<file path="src/verilog/mdua_consts.svh">
// Register map, field positions, reset values and timing figures of the PHY access engine
`ifndef MDUA_CONSTS_SVH
`define MDUA_CONSTS_SVH

// -----------------------------------------------------------------------------
// Register byte offsets
// -----------------------------------------------------------------------------
`define MDUA_OFS_CTRL 5'h00
`define MDUA_OFS_REQ0 5'h04
`define MDUA_OFS_REQ1 5'h08
`define MDUA_OFS_RAW 5'h0c
`define MDUA_OFS_MASKED 5'h10
`define MDUA_OFS_MASK 5'h14
`define MDUA_OFS_RESPONDED_PHY_MAP 5'h18

// -----------------------------------------------------------------------------
// Field positions
// -----------------------------------------------------------------------------
`define MDUA_CTRL_EN 0
`define MDUA_CTRL_PRE 1
`define MDUA_CTRL_DIV_LO 8
`define MDUA_CTRL_DIV_HI 15
`define MDUA_REQ_GO 31
`define MDUA_REQ_WR 30
`define MDUA_REQ_ACK 29
`define MDUA_REQ_REG_LO 21
`define MDUA_REQ_REG_HI 25
`define MDUA_REQ_PHY_LO 16
`define MDUA_REQ_PHY_HI 20

// -----------------------------------------------------------------------------
// Reset values and timing
// -----------------------------------------------------------------------------
`define MDUA_RST_DIV 8'h09
`define MDUA_RST_PRE 1'b1
`define MDUA_CLK_HZ 20000000
`define MDUA_MDC_MAX_HZ 2500000
`define MDUA_TURN_BIT 15
`define MDUA_DATA_BIT 16
`define MDUA_DRIVE_BITS 14

`endif

</file>
<file path="src/verilog/mdua_pkg.sv">
// Types shared by the PHY access engine
package mdua_pkg;
    typedef enum logic [1:0] {
        MDUA_IDLE = 2'b00,
        MDUA_RUN = 2'b01,
        MDUA_DONE = 2'b10
    } mdua_state_t;
endpackage

</file>
<file path="src/verilog/mdua_clkdiv.sv">
// Management clock divider with rise and fall enable pulses
`timescale 1ns/1ns
`default_nettype none
module mdua_clkdiv (
    input wire logic clk,
    input wire logic sys_rst,
    input wire logic run,
    input wire logic [7:0] limit,
    output logic level,
    output logic rise,
    output logic fall
);
    logic [7:0] cnt_reg;
    logic [7:0] cnt_next;
    logic level_reg;
    logic level_next;
    logic tick;

    always_comb begin
        tick = run && (cnt_reg == limit);
        rise = tick && !level_reg;
        fall = tick && level_reg;
        cnt_next = (!run || tick) ? 8'h00 : cnt_reg + 8'h01;
        level_next = !run ? 1'b0 : (tick ? !level_reg : level_reg);
    end

    always_ff @(posedge clk) begin
        if (sys_rst) begin
            cnt_reg <= 8'h00;
            level_reg <= 1'b0;
        end else begin
            cnt_reg <= cnt_next;
            level_reg <= level_next;
        end
    end

    assign level = level_reg;
endmodule
`default_nettype wire

</file>
<file path="src/verilog/mdua_engine.sv">
// PHY register access engine with Avalon-MM registers and management frame sequencer
`timescale 1ns/1ns
`default_nettype none
`include "mdua_consts.svh"

// Summary of operation
// - One write with launch set, direction clear, addresses starts a read.
// - Read result goes into the data field of the issuing request.
// - Completion clears launch; acknowledge set only on a successful read.
// - Completion sets the raw done bit of the issuing request.
// - Enabled mask bit sets masked done bit and raises the interrupt.
// - One write with launch and direction set and data starts a write.
// - Two pending requests are served one at a time round-robin.
// - Every user read updates the responded-map bit of that PHY.
// - Management clock is a programmed divide-down, never above 2.5 MHz.
module mdua_engine
    import mdua_pkg::*;
(
    input wire logic clk,
    input wire logic sys_rst,
    input wire logic [4:0] avs_address,
    input wire logic avs_read,
    input wire logic avs_write,
    input wire logic [31:0] avs_writedata,
    input wire logic [3:0] avs_byteenable,
    output logic [31:0] avs_readdata,
    output logic avs_waitrequest,
    output logic mgmt_clock_pin,
    input wire logic mdio_in,
    output logic mdio_out,
    output logic mdio_oe,
    output logic irq
);
    localparam int MIN_HALF = (`MDUA_CLK_HZ + 2 * `MDUA_MDC_MAX_HZ - 1) / (2 * `MDUA_MDC_MAX_HZ);
    localparam logic [7:0] MIN_LIMIT = 8'(MIN_HALF - 1);

    mdua_state_t state_reg, state_next;
    logic ctrl_en_reg, ctrl_en_next, pre_reg, pre_next;
    logic [7:0] div_reg, div_next, limit;
    logic [31:0] req_reg [2];
    logic [31:0] req_next [2];
    logic [1:0] raw_reg, raw_next, mask_reg, mask_next;
    logic [31:0] responded_phy_map_reg, responded_phy_map_next;
    logic sel_reg, sel_next, last_reg, last_next;
    logic pre_run_reg, pre_run_next;
    logic [6:0] cnt_reg, cnt_next, pos;
    logic [31:0] shift_reg, shift_next;
    logic [15:0] rx_reg, rx_next;
    logic ack_reg, ack_next;
    logic mdo_reg, mdo_next, oe_reg, oe_next;
    logic wait_reg, wait_next, irq_reg, irq_next;
    logic [31:0] rdata_reg, rdata_next;
    logic sync1_reg, sync2_reg;
    logic mdc_rise, mdc_fall, wr_go;
    logic [31:0] cur;
    logic [1:0] pend;

    // -------------------------------------------------------------------------
    // Pin synchroniser and clock divider
    // -------------------------------------------------------------------------
    always_ff @(posedge clk) begin
        if (sys_rst) begin
            sync1_reg <= 1'b1;
            sync2_reg <= 1'b1;
        end else begin
            sync1_reg <= mdio_in;
            sync2_reg <= sync1_reg;
        end
    end

    assign limit = (div_reg < MIN_LIMIT) ? MIN_LIMIT : div_reg;

    mdua_clkdiv u_div (
        .clk(clk),
        .sys_rst(sys_rst),
        .run(state_reg == MDUA_RUN),
        .limit(limit),
        .level(mgmt_clock_pin),
        .rise(mdc_rise),
        .fall(mdc_fall)
    );

    // -------------------------------------------------------------------------
    // Next-state logic
    // -------------------------------------------------------------------------
    always_comb begin
        state_next = state_reg;
        ctrl_en_next = ctrl_en_reg;
        pre_next = pre_reg;
        div_next = div_reg;
        req_next[0] = req_reg[0];
        req_next[1] = req_reg[1];
        raw_next = raw_reg;
        mask_next = mask_reg;
        responded_phy_map_next = responded_phy_map_reg;
        sel_next = sel_reg;
        last_next = last_reg;
        pre_run_next = pre_run_reg;
        cnt_next = cnt_reg;
        shift_next = shift_reg;
        rx_next = rx_reg;
        ack_next = ack_reg;
        mdo_next = mdo_reg;
        oe_next = oe_reg;
        wait_next = 1'b1;
        rdata_next = rdata_reg;
        cur = req_reg[sel_reg];
        pend = {req_reg[1][`MDUA_REQ_GO], req_reg[0][`MDUA_REQ_GO]};
        pos = cnt_reg - (pre_run_reg ? 7'd32 : 7'd0);
        wr_go = avs_write && !wait_reg && (avs_byteenable == 4'hf);

        // Bus slave: answer one cycle after the request is seen
        if ((avs_read || avs_write) && wait_reg) begin
            wait_next = 1'b0;
            case (avs_address)
                `MDUA_OFS_CTRL: rdata_next = {16'h0000, div_reg, 6'h00, pre_reg, ctrl_en_reg};
                `MDUA_OFS_REQ0: rdata_next = req_reg[0];
                `MDUA_OFS_REQ1: rdata_next = req_reg[1];
                `MDUA_OFS_RAW: rdata_next = {30'h0, raw_reg};
                `MDUA_OFS_MASKED: rdata_next = {30'h0, raw_reg & mask_reg};
                `MDUA_OFS_MASK: rdata_next = {30'h0, mask_reg};
                `MDUA_OFS_RESPONDED_PHY_MAP: rdata_next = responded_phy_map_reg;
                default: rdata_next = 32'h0000_0000;
            endcase
        end
        if (wr_go) begin
            case (avs_address)
                `MDUA_OFS_CTRL: begin
                    ctrl_en_next = avs_writedata[`MDUA_CTRL_EN];
                    pre_next = avs_writedata[`MDUA_CTRL_PRE];
                    div_next = avs_writedata[`MDUA_CTRL_DIV_HI:`MDUA_CTRL_DIV_LO];
                end
                `MDUA_OFS_REQ0, `MDUA_OFS_REQ1: begin
                    // A request that is still in flight is protected
                    if (!req_reg[avs_address[3]][`MDUA_REQ_GO]) begin
                        req_next[avs_address[3]] = {avs_writedata[31:30], 4'h0, avs_writedata[25:0]};
                    end
                end
                `MDUA_OFS_RAW: raw_next = raw_reg & ~avs_writedata[1:0];
                `MDUA_OFS_MASK: mask_next = avs_writedata[1:0];
                default: begin
                end
            endcase
        end

        // Frame sequencer
        case (state_reg)
            MDUA_IDLE: begin
                if (ctrl_en_reg && (pend != 2'b00)) begin
                    sel_next = (pend == 2'b11) ? !last_reg : pend[1];
                    cur = req_reg[sel_next];
                    pre_run_next = pre_reg;
                    cnt_next = 7'd0;
                    ack_next = 1'b0;
                    mdo_next = 1'b1;
                    oe_next = 1'b1;
                    shift_next = {2'b01, cur[`MDUA_REQ_WR] ? 2'b01 : 2'b10,
                                  cur[`MDUA_REQ_PHY_HI:`MDUA_REQ_PHY_LO],
                                  cur[`MDUA_REQ_REG_HI:`MDUA_REQ_REG_LO],
                                  cur[`MDUA_REQ_WR] ? 2'b10 : 2'b11,
                                  cur[`MDUA_REQ_WR] ? cur[15:0] : 16'hffff};
                    state_next = MDUA_RUN;
                end
            end
            MDUA_RUN: begin
                if (mdc_rise && (cnt_reg > (pre_run_reg ? 7'd32 : 7'd0))) begin
                    if (pos - 7'd1 == 7'(`MDUA_TURN_BIT)) begin
                        ack_next = !sync2_reg;
                    end
                    if (pos - 7'd1 >= 7'(`MDUA_DATA_BIT)) begin
                        rx_next = {rx_reg[14:0], sync2_reg};
                    end
                end
                if (mdc_fall) begin
                    if (cnt_reg == (pre_run_reg ? 7'd64 : 7'd32)) begin
                        oe_next = 1'b0;
                        mdo_next = 1'b1;
                        state_next = MDUA_DONE;
                    end else begin
                        cnt_next = cnt_reg + 7'd1;
                        if (pre_run_reg && (cnt_reg < 7'd32)) begin
                            mdo_next = 1'b1;
                        end else begin
                            mdo_next = shift_reg[31];
                            shift_next = {shift_reg[30:0], 1'b1};
                            oe_next = cur[`MDUA_REQ_WR] || (pos < 7'(`MDUA_DRIVE_BITS));
                        end
                    end
                end
            end
            MDUA_DONE: begin
                req_next[sel_reg][`MDUA_REQ_GO] = 1'b0;
                req_next[sel_reg][`MDUA_REQ_ACK] = !cur[`MDUA_REQ_WR] && ack_reg;
                if (!cur[`MDUA_REQ_WR]) begin
                    req_next[sel_reg][15:0] = rx_reg;
                    responded_phy_map_next[cur[`MDUA_REQ_PHY_HI:`MDUA_REQ_PHY_LO]] = ack_reg;
                end
                raw_next[sel_reg] = 1'b1;
                last_next = sel_reg;
                state_next = MDUA_IDLE;
            end
            default: state_next = MDUA_IDLE;
        endcase
        irq_next = |(raw_next & mask_next);
    end

    // -------------------------------------------------------------------------
    // State registers
    // -------------------------------------------------------------------------
    always_ff @(posedge clk) begin
        if (sys_rst) begin
            state_reg <= MDUA_IDLE;
            ctrl_en_reg <= 1'b0;
            pre_reg <= `MDUA_RST_PRE;
            div_reg <= `MDUA_RST_DIV;
            req_reg[0] <= 32'h0000_0000;
            req_reg[1] <= 32'h0000_0000;
            raw_reg <= 2'h0;
            mask_reg <= 2'h0;
            responded_phy_map_reg <= 32'h0000_0000;
            sel_reg <= 1'b0;
            last_reg <= 1'b1;
            pre_run_reg <= 1'b0;
            cnt_reg <= 7'h00;
            shift_reg <= 32'hffff_ffff;
            rx_reg <= 16'h0000;
            ack_reg <= 1'b0;
            mdo_reg <= 1'b1;
            oe_reg <= 1'b0;
            wait_reg <= 1'b1;
            rdata_reg <= 32'h0000_0000;
            irq_reg <= 1'b0;
        end else begin
            state_reg <= state_next;
            ctrl_en_reg <= ctrl_en_next;
            pre_reg <= pre_next;
            div_reg <= div_next;
            req_reg[0] <= req_next[0];
            req_reg[1] <= req_next[1];
            raw_reg <= raw_next;
            mask_reg <= mask_next;
            responded_phy_map_reg <= responded_phy_map_next;
            sel_reg <= sel_next;
            last_reg <= last_next;
            pre_run_reg <= pre_run_next;
            cnt_reg <= cnt_next;
            shift_reg <= shift_next;
            rx_reg <= rx_next;
            ack_reg <= ack_next;
            mdo_reg <= mdo_next;
            oe_reg <= oe_next;
            wait_reg <= wait_next;
            rdata_reg <= rdata_next;
            irq_reg <= irq_next;
        end
    end

    assign avs_readdata = rdata_reg;
    assign avs_waitrequest = wait_reg;
    assign mdio_out = mdo_reg;
    assign mdio_oe = oe_reg;
    assign irq = irq_reg;
endmodule
`default_nettype wire

</file>
<file path="config.mk">
export PLATFORM = sky130hd
export DESIGN_NAME = mdua_engine
export DESIGN_NICKNAME = d
export VERILOG_FILES = /design/src/verilog/mdua_pkg.sv /design/src/verilog/mdua_clkdiv.sv /design/src/verilog/mdua_engine.sv
export VERILOG_INCLUDE_DIRS = /design/src /design/src/verilog
export SDC_FILE = /design/constraint.sdc
export NUM_CORES = 1
export LEC_CHECK = 0
export ABC_CLOCK_PERIOD_IN_PS = 3100
export BUFFER_PORTS_ARGS = -buffer_cell sky130_fd_sc_hd__buf_4
export CAP_MARGIN = 20
export CORE_ASPECT_RATIO = 0.75
export CORE_MARGIN = 5
export CORE_UTILIZATION = 60
export DETAILED_ROUTE_END_ITERATION = 8
export GPL_ROUTABILITY_DRIVEN = 1
export GPL_TIMING_DRIVEN = 0
export PLACE_DENSITY = 0.87
export SYNTH_ARGS = -nofsm -noshare
export SYNTH_HDL_FRONTEND = slang
export SYNTH_SLANG_ARGS = --single-unit
export TNS_END_PERCENT = 10
</file>
<file path="constraint.sdc">
create_clock -name clk -period 3.1 [get_ports clk]
set_clock_uncertainty 0.2 [all_clocks]
set_input_delay 0.62 -clock clk [delete_from_list [all_inputs] [get_ports clk]]
set_output_delay 0.62 -clock clk [all_outputs]
set_load 0.01 [all_outputs]
</file>
After elaboration in Yosys (flattened, before gate mapping)
Memory sizes are Yosys's and may differ from the RTL's. A register that Yosys moved wholly into a read port is not among the register bits.
Cells that the tools add are included.
{"block": "op_classes", "n_eq_ne": 21, "n_bitwise": 13, "addsub": 4, "n_lt_le_gt_ge": 13, "n_reduce_logical": 41, "mux": 68}
{"op": "$mux 64", "count": 5}
{"op": "$mux 32", "count": 8}
{"op": "$pmux 32 s7", "count": 1}
{"op": "$bwmux 64", "count": 3}
{"op": "$demux 32 s1", "count": 4}
{"op": "$and 64x64->64", "count": 1}
{"op": "$not 64->64", "count": 1}
{"op": "$pmux 32 s2", "count": 1}
{"op": "$bwmux 32", "count": 1}
{"op": "$mux 16", "count": 2}
{"op": "$mux 30", "count": 1}
{"op": "$mux 7", "count": 4}
{"op": "$mux 1", "count": 20}
{"op": "$mux 2", "count": 9}
{"op": "$eq 5x5->1 const B", "count": 3}
{"op": "$logic_and 1x1->1", "count": 14}
{"op": "$ne 2x2->1 const B", "count": 7}
{"op": "$pmux 7 s2", "count": 1}
{"op": "$reduce_and 4->1", "count": 3}
{"op": "$eq 5x4->1 const B", "count": 2}
{"op": "$reduce_and 3->1", "count": 3}
{"op": "$add 8x1->8 const B", "count": 1}
{"op": "$eq 8x8->1", "count": 1}
{"op": "$lt 8x2->1 const B", "count": 1}
{"op": "40 further kinds", "count": 63}
{"block": "totals", "ff_bits": 154, "mem_bits_rw": 64, "word_cells": 184, "input_bits": 46, "output_inout_bits": 37, "n_memories": 1}
{"name": "req_reg", "words": 2, "width": 32, "read_ports": 5, "rd_clocked_by_memory_dff": 1, "write_ports": 2, "line": "mdua_engine.sv:40", "source": "logic [31:0] req_reg [2];"}

Longest topological paths before layout
Gate-level depths: netlist of run 1.
{"block": "depth", "ltp_word": 15, "depth_mapped": 9, "mapped_depth_nobuf": 8}

Cells and area by module
Synthesis of run 1 repeated with hierarchy kept, for this count alone.
{"block": "hier_totals", "hier_cells": 1246, "area_unflattened_um2": 10088.4}
{"mod": "mdua_engine", "seq_area_each_um2": 4083.9, "cells_each": 1196, "area_each_um2": 9628.0, "n_inst": 1}
{"mod": "mdua_clkdiv", "seq_area_each_um2": 180.2, "cells_each": 50, "area_each_um2": 460.4, "n_inst": 1}

Worst setup path after synthesis of run 1
Ideal clock, no wire load.
{"block": "synth_path", "kind": "input-to-reg", "startpoint": "in avs_address[4]", "endpoint": "mem req_reg[0][18]", "cell_stages": 7, "setup_ns": 0.128, "required_time_ns": 2.772, "t_arrival_ns": 2.380, "path_slack_ns": 0.392, "path_buffers": 2, "cell_sequence": "or3_1 or4b_4 nor4b_4 buf_6 buf_4 mux2i_1 nor2_1"}
{"item": "from (decl)", "line": "mdua_engine.sv:21", "source": "input wire logic [4:0] avs_address,"}
{"item": "to (decl)", "line": "mdua_engine.sv:40"}

==> flow_summary.ini, run 1 <==
[yosys]
synth_edf_count = 0
netlist_top_cells_count = dfxtp_1, nor2_1, o21ai_0
synthCells = 1178
syn_nets = 1230
yosysWarnings = 0
synth_seq_area_share_pct = 43.0
ys_async_sr_fraction_pct = 0
synth_seq_cells = 213
synth_most_common_cell = dfxtp_1
synth_cell_types = 62
synth_top_flop_cell = dfxtp_1
syn_avg_cell_area_um2 = 8.43
synthTopCellsByArea = dfxtp_1, mux2i_1, nor2_1
synth.top_cell.area_share_pct = 43.0
yosysTopAreaCell = dfxtp_1
synth_area_um2 = 9930

[finish]
layout-drive-gt1-share_pct = 10.7
fin_cells = 1498
post-route-util_pct = 70.8
largest_reg_flops = 58
multi_input_area_um2 = 5240
nets = 1329
final.fill_count = 1276
synthToLayoutAreaGrowth_pct = 15.0
seq_area_um2 = 4260
diodes = 0

[worst_setup_path]
cp_slowest_cell = dfxtp_1
end_kind = flop
critical_path.max_fanout = 10
cp.required_ns = 3.26
path_buf_inv = 2
crit_family = buffers and inverters
slowest_delay_ns = 0.55
arrival_ns = 3.11
crit_chain = mux2i_2 -> and2_1 -> clkbuf_1 -> o21ai_1 -> clkbuf_1 -> o21ai_0 -> a21oi_1
criticalPathCategory = flop to flop
crit_top_cell = clkbuf_1
startpoint_type = flop

[routing]
viasPerCell = 6.56
routed_wl_mm = 30.4
drc_errors = 0
post_drt_wl_per_cell_um = 20.3
drtIter0Drc = 1415
first_pass_iters = 9
final_antenna_net_count = 0
dr_total_vias = 9833

[clock_tree]
clk_pin_slew_ns = 0.06
numCtsBuffers = 21
clk_latency_ns = 0.51
cts_htree_levels = 1
cts_tree = yes
root_buffer = clkbuf_16
clock-sinks = 213
cts_buffer_depth = 3

[power]
power_density_nw_per_um2 = 469
finalPower_mw = 5.35
p_leak_nw = 4.03
max-vdd-ir-drop_mv = 0.362

[timing]
hold_violations = 0
maxSlewViolCount = 0
slew_headroom_pct = 48.4
fmax_mhz = 339
worst_slew_pin_slew_ns = 0.773
period_share_pct = 95.1
period_minus_slack_ns = 2.95
final-setup-viol-count = 0
rsz0062_at_grt = yes

[die]
fp.dieH_um = 121
num_io_pins = 83
fp.dieArea_um2 = 19200
rows = 40
die_w_um = 159
coreArea_um2 = 16100
start_util_pct = 61.6

[placed_design]
gp_congestion = 0.980
port_buffers = 77
dpl.cell_count = 1465
dp_hpwl_mm = 22.2

[global_routing]
grt_max_degree = 14
grt_overflow = 0
antenna_found_initial = 0
grt_pass1_wl_mm = 47.9
gr-usage-all-layers_pct = 31.0
grt_pass1_vias = 9174

[min_path]
min_path_type = input port to flop
min_from = mdio_in

[flow_run]
maxCapViolations = 0

[status]
status = finished clean
[path summary, 6_finish.rpt]
path                          endpoint  slack, ns  depth (start not counted)
min reg2reg                  sync2_reg       0.21                          1
max reg2reg  responded_phy_map_reg[17]       0.15                          7
max          responded_phy_map_reg[17]       0.15                          7
min                          sync1_reg        0.1                          2
[per-layer routing]
metal	share of wire [%]	track usage, %
met1	41	44.5
met2	43	46.6
met3	12	6.92
met4	3.0	9.27
met5	0	0
[layout make-up]
class	count	area share (%)
Tap cell	210	2.30
Timing Repair Buffer	77	5.06
Inverter	11	0.362
Buffer	92	3.47
Multi-Input combinational cell	861	45.9
Sequential cell	213	37.4
Clock inverter	3	0.164
Clock buffer	31	5.37
[logic make-up after synthesis]
kind of cell               share of synthesized area, %
AOI/OAI and AO/OA                                  22.6
adders and majority gates                         0.756
and+or+nand+nor                                    18.6
xor gates and xnor gates                           1.32
buffers and inverters                              4.41
muxes                                              9.40
DFF                                                43.0
[per-stage QoR]
stage / setup TNS (ns) / worst slack [ns] / hold slack (ns) / area (µm²)
finish: 0 / 0.153 / 0.0991 / 11400
CTS: 0 / 0.0214 / 0.0879 / 11400
detailed placement: -0.563 / -0.0706 / 0.197 / 10800
global placement: 0 / 0.0751 / 0.196 / 10800
global route: -0.00591 / -0.00591 / 0.104 / 11400
floorplan: 0 / 0.392 / 0.189 / 9930
[placed cells by master, fill, tap and decap left out, drive strengths merged, types with 4 or more instances in the layout]
| cell | n |
|---|---|
| or4 | 4 |
| clkbuf | 101 |
| buf | 99 |
| xnor2 | 7 |
| o211ai | 15 |
| ha | 6 |
| or2 | 4 |
| a22oi | 77 |
| or3b | 4 |
| a31oi | 7 |
| inv | 12 |
| nor2b | 14 |
| nor4b | 4 |
| nand3 | 23 |
| nor3b | 8 |
| nand2 | 101 |
| dfxtp | 213 |
| nor3 | 10 |
| nor2 | 178 |
| o21ai | 112 |
| or3 | 6 |
| and2 | 5 |
| a211oi | 43 |
| nand2b | 10 |
| xor2 | 8 |
| nor4 | 7 |
| o311ai | 12 |
| a211o | 4 |
| and3 | 9 |
| and3b | 4 |
| mux2i | 91 |
| nand4 | 4 |
| a21oi | 52 |
[repair_timing]
action | in CTS | in global routing
resized for setup | 1 | 5
endpoints found under the setup margin | 2 | 49
pin swaps | 0 | 0
setup buffers | 0 | 0
hold buffers | 0 | 0
[where the power goes]
part	internal [mW]	switching, mW
Combinational	0.0558	0.138
Sequential	2.74	0.00212
Clock	1.36	1.05
Total	4.15	1.19
Power figures use the tool's default switching activity.
==> run 2, diff against run 1 <==
--- a/config.mk
+++ b/config.mk
@@ -15,7 +15,8 @@
 export DETAILED_ROUTE_END_ITERATION = 8
 export GPL_ROUTABILITY_DRIVEN = 1
 export GPL_TIMING_DRIVEN = 0
-export PLACE_DENSITY = 0.87
+export PLACE_DENSITY = 0.78
+export SLEW_MARGIN = 25
 export SYNTH_ARGS = -nofsm -noshare
 export SYNTH_HDL_FRONTEND = slang
 export SYNTH_SLANG_ARGS = --single-unit
==> run 2 against run 1 <==
Compared with the run above: die area unchanged; critical path depth up 2; combinational power hardly changed; clock power grew 2%; non-clock buffer count unchanged; sequential power barely moved; critical path type unchanged; largest power group unchanged.
==> flow_summary.ini, run 2 (synthesis results as in run 1) <==
[status]
status = finished clean

[routing]
viasPerCell = 6.45
wl_met2_mm = 13.0
drtIter0Drc = 1318
drc_errors = 0
dr_total_vias = 9668
first_pass_iters = 7
routed_wl_mm = 30.8
dr_wl_met3_mm = 3.31
wl_met1_mm = 13.4
post_drt_wl_per_cell_um = 20.5
final_antenna_net_count = 0
top_layer = met4

[clock_tree]
cts_htree_levels = 1
clock-sinks = 213
root_buffer = clkbuf_16
clk_latency_ns = 0.50
numCtsBuffers = 21
clk_pin_slew_ns = 0.06
cts_buffer_depth = 3
cts_tree = yes

[timing]
fin_ws_ns = 0.142
final-setup-viol-count = 0
slew_headroom_pct = 36.4
rsz0062_at_grt = no
fmax_mhz = 338
worst_slew_pin_slew_ns = 0.947
hold_violations = 0
period_share_pct = 95.4
maxSlewViolCount = 0
period_minus_slack_ns = 2.96

[worst_setup_path]
cp_slowest_cell = nand4_1
cp-endpoint = rx_reg[10]
worst_r2r_endpoint = rx_reg[10]
criticalPathCategory = flop to flop
cp.required_ns = 3.27
startpoint_type = flop
reg2reg_slack_ns = 0.14
arrival_ns = 3.12
crit_family = simple AND/OR/NAND/NOR gates
slowest_delay_ns = 0.47
cp.depth = 9
crit_start = cnt_reg[5]
crit_chain = inv_1 -> ha_1 -> or4_1 -> o21ai_1 -> a32oi_2 -> nand4_1 -> buf_6 -> mux2i_1 -> nor2_1
critical_path.max_fanout = 10
end_kind = flop
r2r-start = cnt_reg[5]
ff2ff_path_depth = 9
path_buf_inv = 2

[finish]
mostFrequentLayoutCells = dfxtp_1, nor2_1, o21ai_0, nand2_1, mux2i_1
nets = 1329
synthToLayoutAreaGrowth_pct = 15.5
post-route-util_pct = 71.1
final_common_cell = dfxtp_1
diodes = 0
layout-drive-gt1-share_pct = 11.2
largest_reg_flops = 58
final.fill_count = 1366
multi_input_area_um2 = 5260
seq_area_um2 = 4270
fin_cells = 1500

[die]
start_util_pct = 61.6
num_io_pins = 83
fp.dieArea_um2 = 19200
rows = 40
die_w_um = 159
coreArea_um2 = 16100
fp.dieH_um = 121

[global_routing]
grt_overflow = 0
grt_pass1_vias = 9055
gr-usage-all-layers_pct = 31.7
antenna_found_initial = 0
grt_max_degree = 15
grt_pass1_wl_mm = 48.5

[placed_design]
port_buffers = 77
gp_congestion = 0.926
pre_cts_ws_ns = -0.290
dpl.cell_count = 1465
dp_hpwl_mm = 22.5

[power]
finalPower_mw = 5.40
p_leak_nw = 4.04
power_density_nw_per_um2 = 471
max-vdd-ir-drop_mv = 0.348

[flow_run]
maxCapViolations = 0

[min_path]
min_path_type = input port to flop
whs_path_depth = 2
run 2: per-layer routing:
layer	track usage, %	vias up
li1	-	4434
met1	47.1	4614
met2	45.5	544
met3	6.42	76
met4	10.9	0
met5	0	-
run 2: how the worst min path moves through the flow:
stage | startpoint | end | slack [ns]
after floorplan | sync1_reg | sync2_reg | 0.19
after global placement | sync1_reg | sync2_reg | 0.19
after detailed placement | sync1_reg | sync2_reg | 0.20
after CTS | mdio_in | sync1_reg | 0.10
after global routing | mdio_in | sync1_reg | 0.11
final | mdio_in | sync1_reg | 0.11
run 2: where the power goes:
group	total, mW	switching [mW]	leakage (nW)	internal [mW]
clock	2.46	1.05	0.333	1.41
sequential	2.74	0.00222	1.72	2.74
combinational	0.192	0.136	1.99	0.0560
total	5.40	1.19	4.04	4.20
run 2: final cells by class:
| class | instances | area share [%] |
|---|---|---|
| Buffer | 92 | 3.46 |
| Clock buffer | 31 | 5.52 |
| Clock inverter | 5 | 0.251 |
| Inverter | 11 | 0.360 |
| Multi-Input combinational cell | 861 | 45.9 |
| Sequential cell | 213 | 37.2 |
| Tap cell | 210 | 2.29 |
| Timing Repair Buffer | 77 | 5.04 |
run 2: metrics by stage:
stage | instance area [µm²] | TNS [ns] | hold WS, ns
after floorplan | 9930 | 0 | 0.189
after global placement | 10800 | -1.47 | 0.192
after detailed placement | 10800 | -1.67 | 0.196
after CTS | 11400 | 0 | 0.104
after global routing | 11500 | 0 | 0.105
final | 11500 | 0 | 0.114
run 2: repair_timing:
item                       in CTS  in global routing
setup endpoints to repair      20                 40
buffers inserted                0                  0
hold endpoints to repair        0                  0
pin swaps                       0                  1
resized for setup               1                 10
hold buffers                    0                  0
==> run 3, diff against run 2 <==
--- a/config.mk
+++ b/config.mk
@@ -9,9 +9,10 @@
 export ABC_CLOCK_PERIOD_IN_PS = 3100
 export BUFFER_PORTS_ARGS = -buffer_cell sky130_fd_sc_hd__buf_4
 export CAP_MARGIN = 20
-export CORE_ASPECT_RATIO = 0.75
+export CORE_ASPECT_RATIO = 1.25
 export CORE_MARGIN = 5
 export CORE_UTILIZATION = 60
+export CTS_BUF_LIST = sky130_fd_sc_hd__clkbuf_4 sky130_fd_sc_hd__clkbuf_8
 export DETAILED_ROUTE_END_ITERATION = 8
 export GPL_ROUTABILITY_DRIVEN = 1
 export GPL_TIMING_DRIVEN = 0
@@ -19,5 +20,6 @@
 export SLEW_MARGIN = 25
 export SYNTH_ARGS = -nofsm -noshare
 export SYNTH_HDL_FRONTEND = slang
+export SYNTH_HIERARCHICAL = 1
 export SYNTH_SLANG_ARGS = --single-unit
 export TNS_END_PERCENT = 10
==> run 3 against run 2 <==
Compared with the run above: critical path depth increased by 4; synthesized area increased by 1.6%; sequential share of layout area is 1.1 points lower; count of clock-buffer cells in the layout rose by 20; global-route usage decreased by 1.2 points; critical path type unchanged.
==> flow_summary.ini, run 3 <==
[yosys]
synth_seq_area_share_pct = 42.3
synth_edf_count = 0
synth-compound-area-share_pct = 20.9
synth_xor_xnor_area_share_pct = 1.82
synthAdderAreaFrac_pct = 0.744
synth-simple-area-share_pct = 25.1
synth_top_family_by_area = simple AND/OR/NAND/NOR gates
synth_area_um2 = 10100
syn_nets = 1298
synth_most_common_cell = nand2_1
ys_async_sr_fraction_pct = 0
synth.top_cell.area_share_pct = 42.3
synth_cell_types = 73
yosysTopAreaCell = dfxtp_1
synth_top_flop_cell = dfxtp_1
synth_seq_cells = 213
synthCells = 1246
muxShareOfSynthArea_pct = 4.20
synthTopCellsByArea = dfxtp_1, nand2_1, nor2_1
yosysWarnings = 6
netlist_top_cells_count = nand2_1, dfxtp_1, nor2_1
syn_avg_cell_area_um2 = 8.10

[routing]
routed_wl_mm = 30.9
post_drt_wl_per_cell_um = 19.2
dr_total_vias = 10020
drtIter0Drc = 999
viasPerCell = 6.22
drc_errors = 0
final_antenna_net_count = 0
first_pass_iters = 6

[min_path]
min_from = mdio_in
whs_path_depth = 2
min_path_type = input port to flop

[worst_setup_path]
critical_path.max_fanout = 5
cp.required_ns = 3.31
r2r-start = div_reg[7]
crit_start = div_reg[7]
ff2ff_path_depth = 13
criticalPathCategory = flop to flop
startpoint_type = flop
end_kind = flop
arrival_ns = 3.23

[clock_tree]
cts_buffer_depth = 3
clk_pin_slew_ns = 0.06
numCtsBuffers = 35
root_buffer = clkbuf_8
cts_hold_buf = 0
clk_latency_ns = 0.54
cts_tree = yes
cts_htree_levels = 2
clock-sinks = 213

[flow_run]
maxCapViolations = 0

[timing]
fmax_mhz = 331
maxSlewViolCount = 0
worst_slew_pin_slew_ns = 0.842
period_share_pct = 97.5
final-setup-viol-count = 0
slew_headroom_pct = 42.3
rsz0062_at_grt = yes
period_minus_slack_ns = 3.02
hold_violations = 0

[global_routing]
grt_pass1_wl_mm = 48.1
grt_max_degree = 13
grt_pass1_vias = 9176
antenna_found_initial = 2
grt_overflow = 0
gr-usage-all-layers_pct = 30.5

[die]
start_util_pct = 60.4
fp.dieH_um = 155
die_w_um = 126
rows = 53
coreArea_um2 = 16700
fp.dieArea_um2 = 19500
num_io_pins = 83

[power]
intPower_mw = 4.13
clockPowerShare_pct = 45.6
power_density_nw_per_um2 = 459
power_frac_seq_pct = 50.5
finalPower_mw = 5.43
combPwrFrac_pct = 3.9
power_switching_mw = 1.29
max-vdd-ir-drop_mv = 0.371
swShare_pct = 23.8
p_leak_nw = 4.02

[finish]
largest_reg_flops = 58
post-route-util_pct = 70.7
layout-drive-gt1-share_pct = 16.5
seq_area_um2 = 4270
mostFrequentLayoutCells = nand2_1, dfxtp_1, nor2_1, a21oi_1, buf_4
fin_cells = 1612
nets = 1420
synthToLayoutAreaGrowth_pct = 17.2
final.fill_count = 1419
final_common_cell = nand2_1
multi_input_area_um2 = 5440

[placed_design]
gp_congestion = 0.954
dpl.cell_count = 1543
dp_hpwl_mm = 22.5
port_buffers = 77

[status]
status = finished clean
==> run 3: cell count changes in the layout (fill, tap and decap cells not counted), sizes merged, moves of 15 or more <==
cell	before	now
a211oi	43	4
nand3b	2	21
nand2	101	221
clkbuf	101	116
nand3	23	47
a22oi	77	30
nor3	10	42
buf	99	119
mux2i	91	39
o21ai	112	68
nor2	178	135
a311oi	2	29
a21oi	52	99
==> run 3: final cells by class <==
class | instances | area share (%)
Buffer | 99 | 3.96
Inverter | 10 | 0.318
Sequential cell | 213 | 36.1
Tap cell | 220 | 2.33
Clock inverter | 9 | 0.476
Multi-Input combinational cell | 924 | 46.0
Clock buffer | 51 | 5.41
Antenna cell | 1 | 0.0212
Timing Repair Buffer | 85 | 5.40
==> run 3: routing by layer <==
| layer | part of all wire (%) | vias to the layer above | track usage, % |
|---|---|---|---|
| met5 | 0.042 | - | 0 |
| met4 | 5.0 | 2 | 15.9 |
| met3 | 8.1 | 119 | 6.08 |
| met2 | 48 | 512 | 51.9 |
| met1 | 39 | 4705 | 36.5 |
| li1 | - | 4682 | - |
==> run 3: path summary, 6_finish.rpt <==
kind / end / slack [ns]
setup reg to reg: shift_reg[23] / 0.08
hold / removal: sync1_reg / 0.09
setup / recovery: shift_reg[23] / 0.08
hold reg to reg: sync2_reg / 0.22
==> run 3: timing repair <==
item	4_1_cts	5_1_grt
setup buffers	6	1
setup endpoints to repair	47	31
hold endpoints to repair	0	0
gates resized for setup	9	23
pin swaps	4	4
cloned	0	1
==> run 3: per-stage QoR <==
| step | instance area (µm²) | setup TNS (ns) | setup WS [ns] | hold slack (ns) |
|---|---|---|---|---|
| 2_1_floorplan | 10100 | 0 | 0.210 | 0.189 |
| 3_3_place_gp | 10900 | -10.15 | -0.328 | 0.192 |
| 3_5_place_dp | 10900 | -13.75 | -0.448 | 0.199 |
| 4_1_cts | 11700 | 0 | 0.00714 | 0.0621 |
| 5_1_grt | 11800 | -0.305 | -0.0747 | 0.0685 |
| 6_report | 11800 | 0 | 0.0776 | 0.0854 |
==> run 3: power by group through the flow <==
stage	clock [mW]	combinational (mW)	sequential [mW]
after global routing	2.61	0.223	2.74
after floorplan	0	0.0971	2.80
after CTS	2.48	0.205	2.74
final	2.47	0.211	2.74
after global placement	0	0.201	2.80
after detailed placement	0	0.203	2.80
==> run 3: worst max-delay path: stages, from the launching register on <==
cell and delay (ns):
dfxtp_2 0.34, nor4_2 0.26, nand2_1 0.10, nand2b_1 0.10, xnor2_1 0.12, nand4_1 0.18
nor2_2 0.16, and3_4 0.20, nand3b_1 0.09, o31a_1 0.19, a211o_1 0.33, buf_4 0.20
a2111oi_2 0.34, nor2_1 0.08
==> run 3: kinds of logic (layout without fill, tap and decap cells) <==
logic type,count (synthesis),in the layout
AO/OA/AOI/OAI,322,322
XOR/XNOR,21,21
adder cells (fa/ha/maj),6,6
buffers and inverters,109,254
flip-flops,213,213
multiplexers,42,42
other,0,1
AND/OR/NAND/NOR,533,533
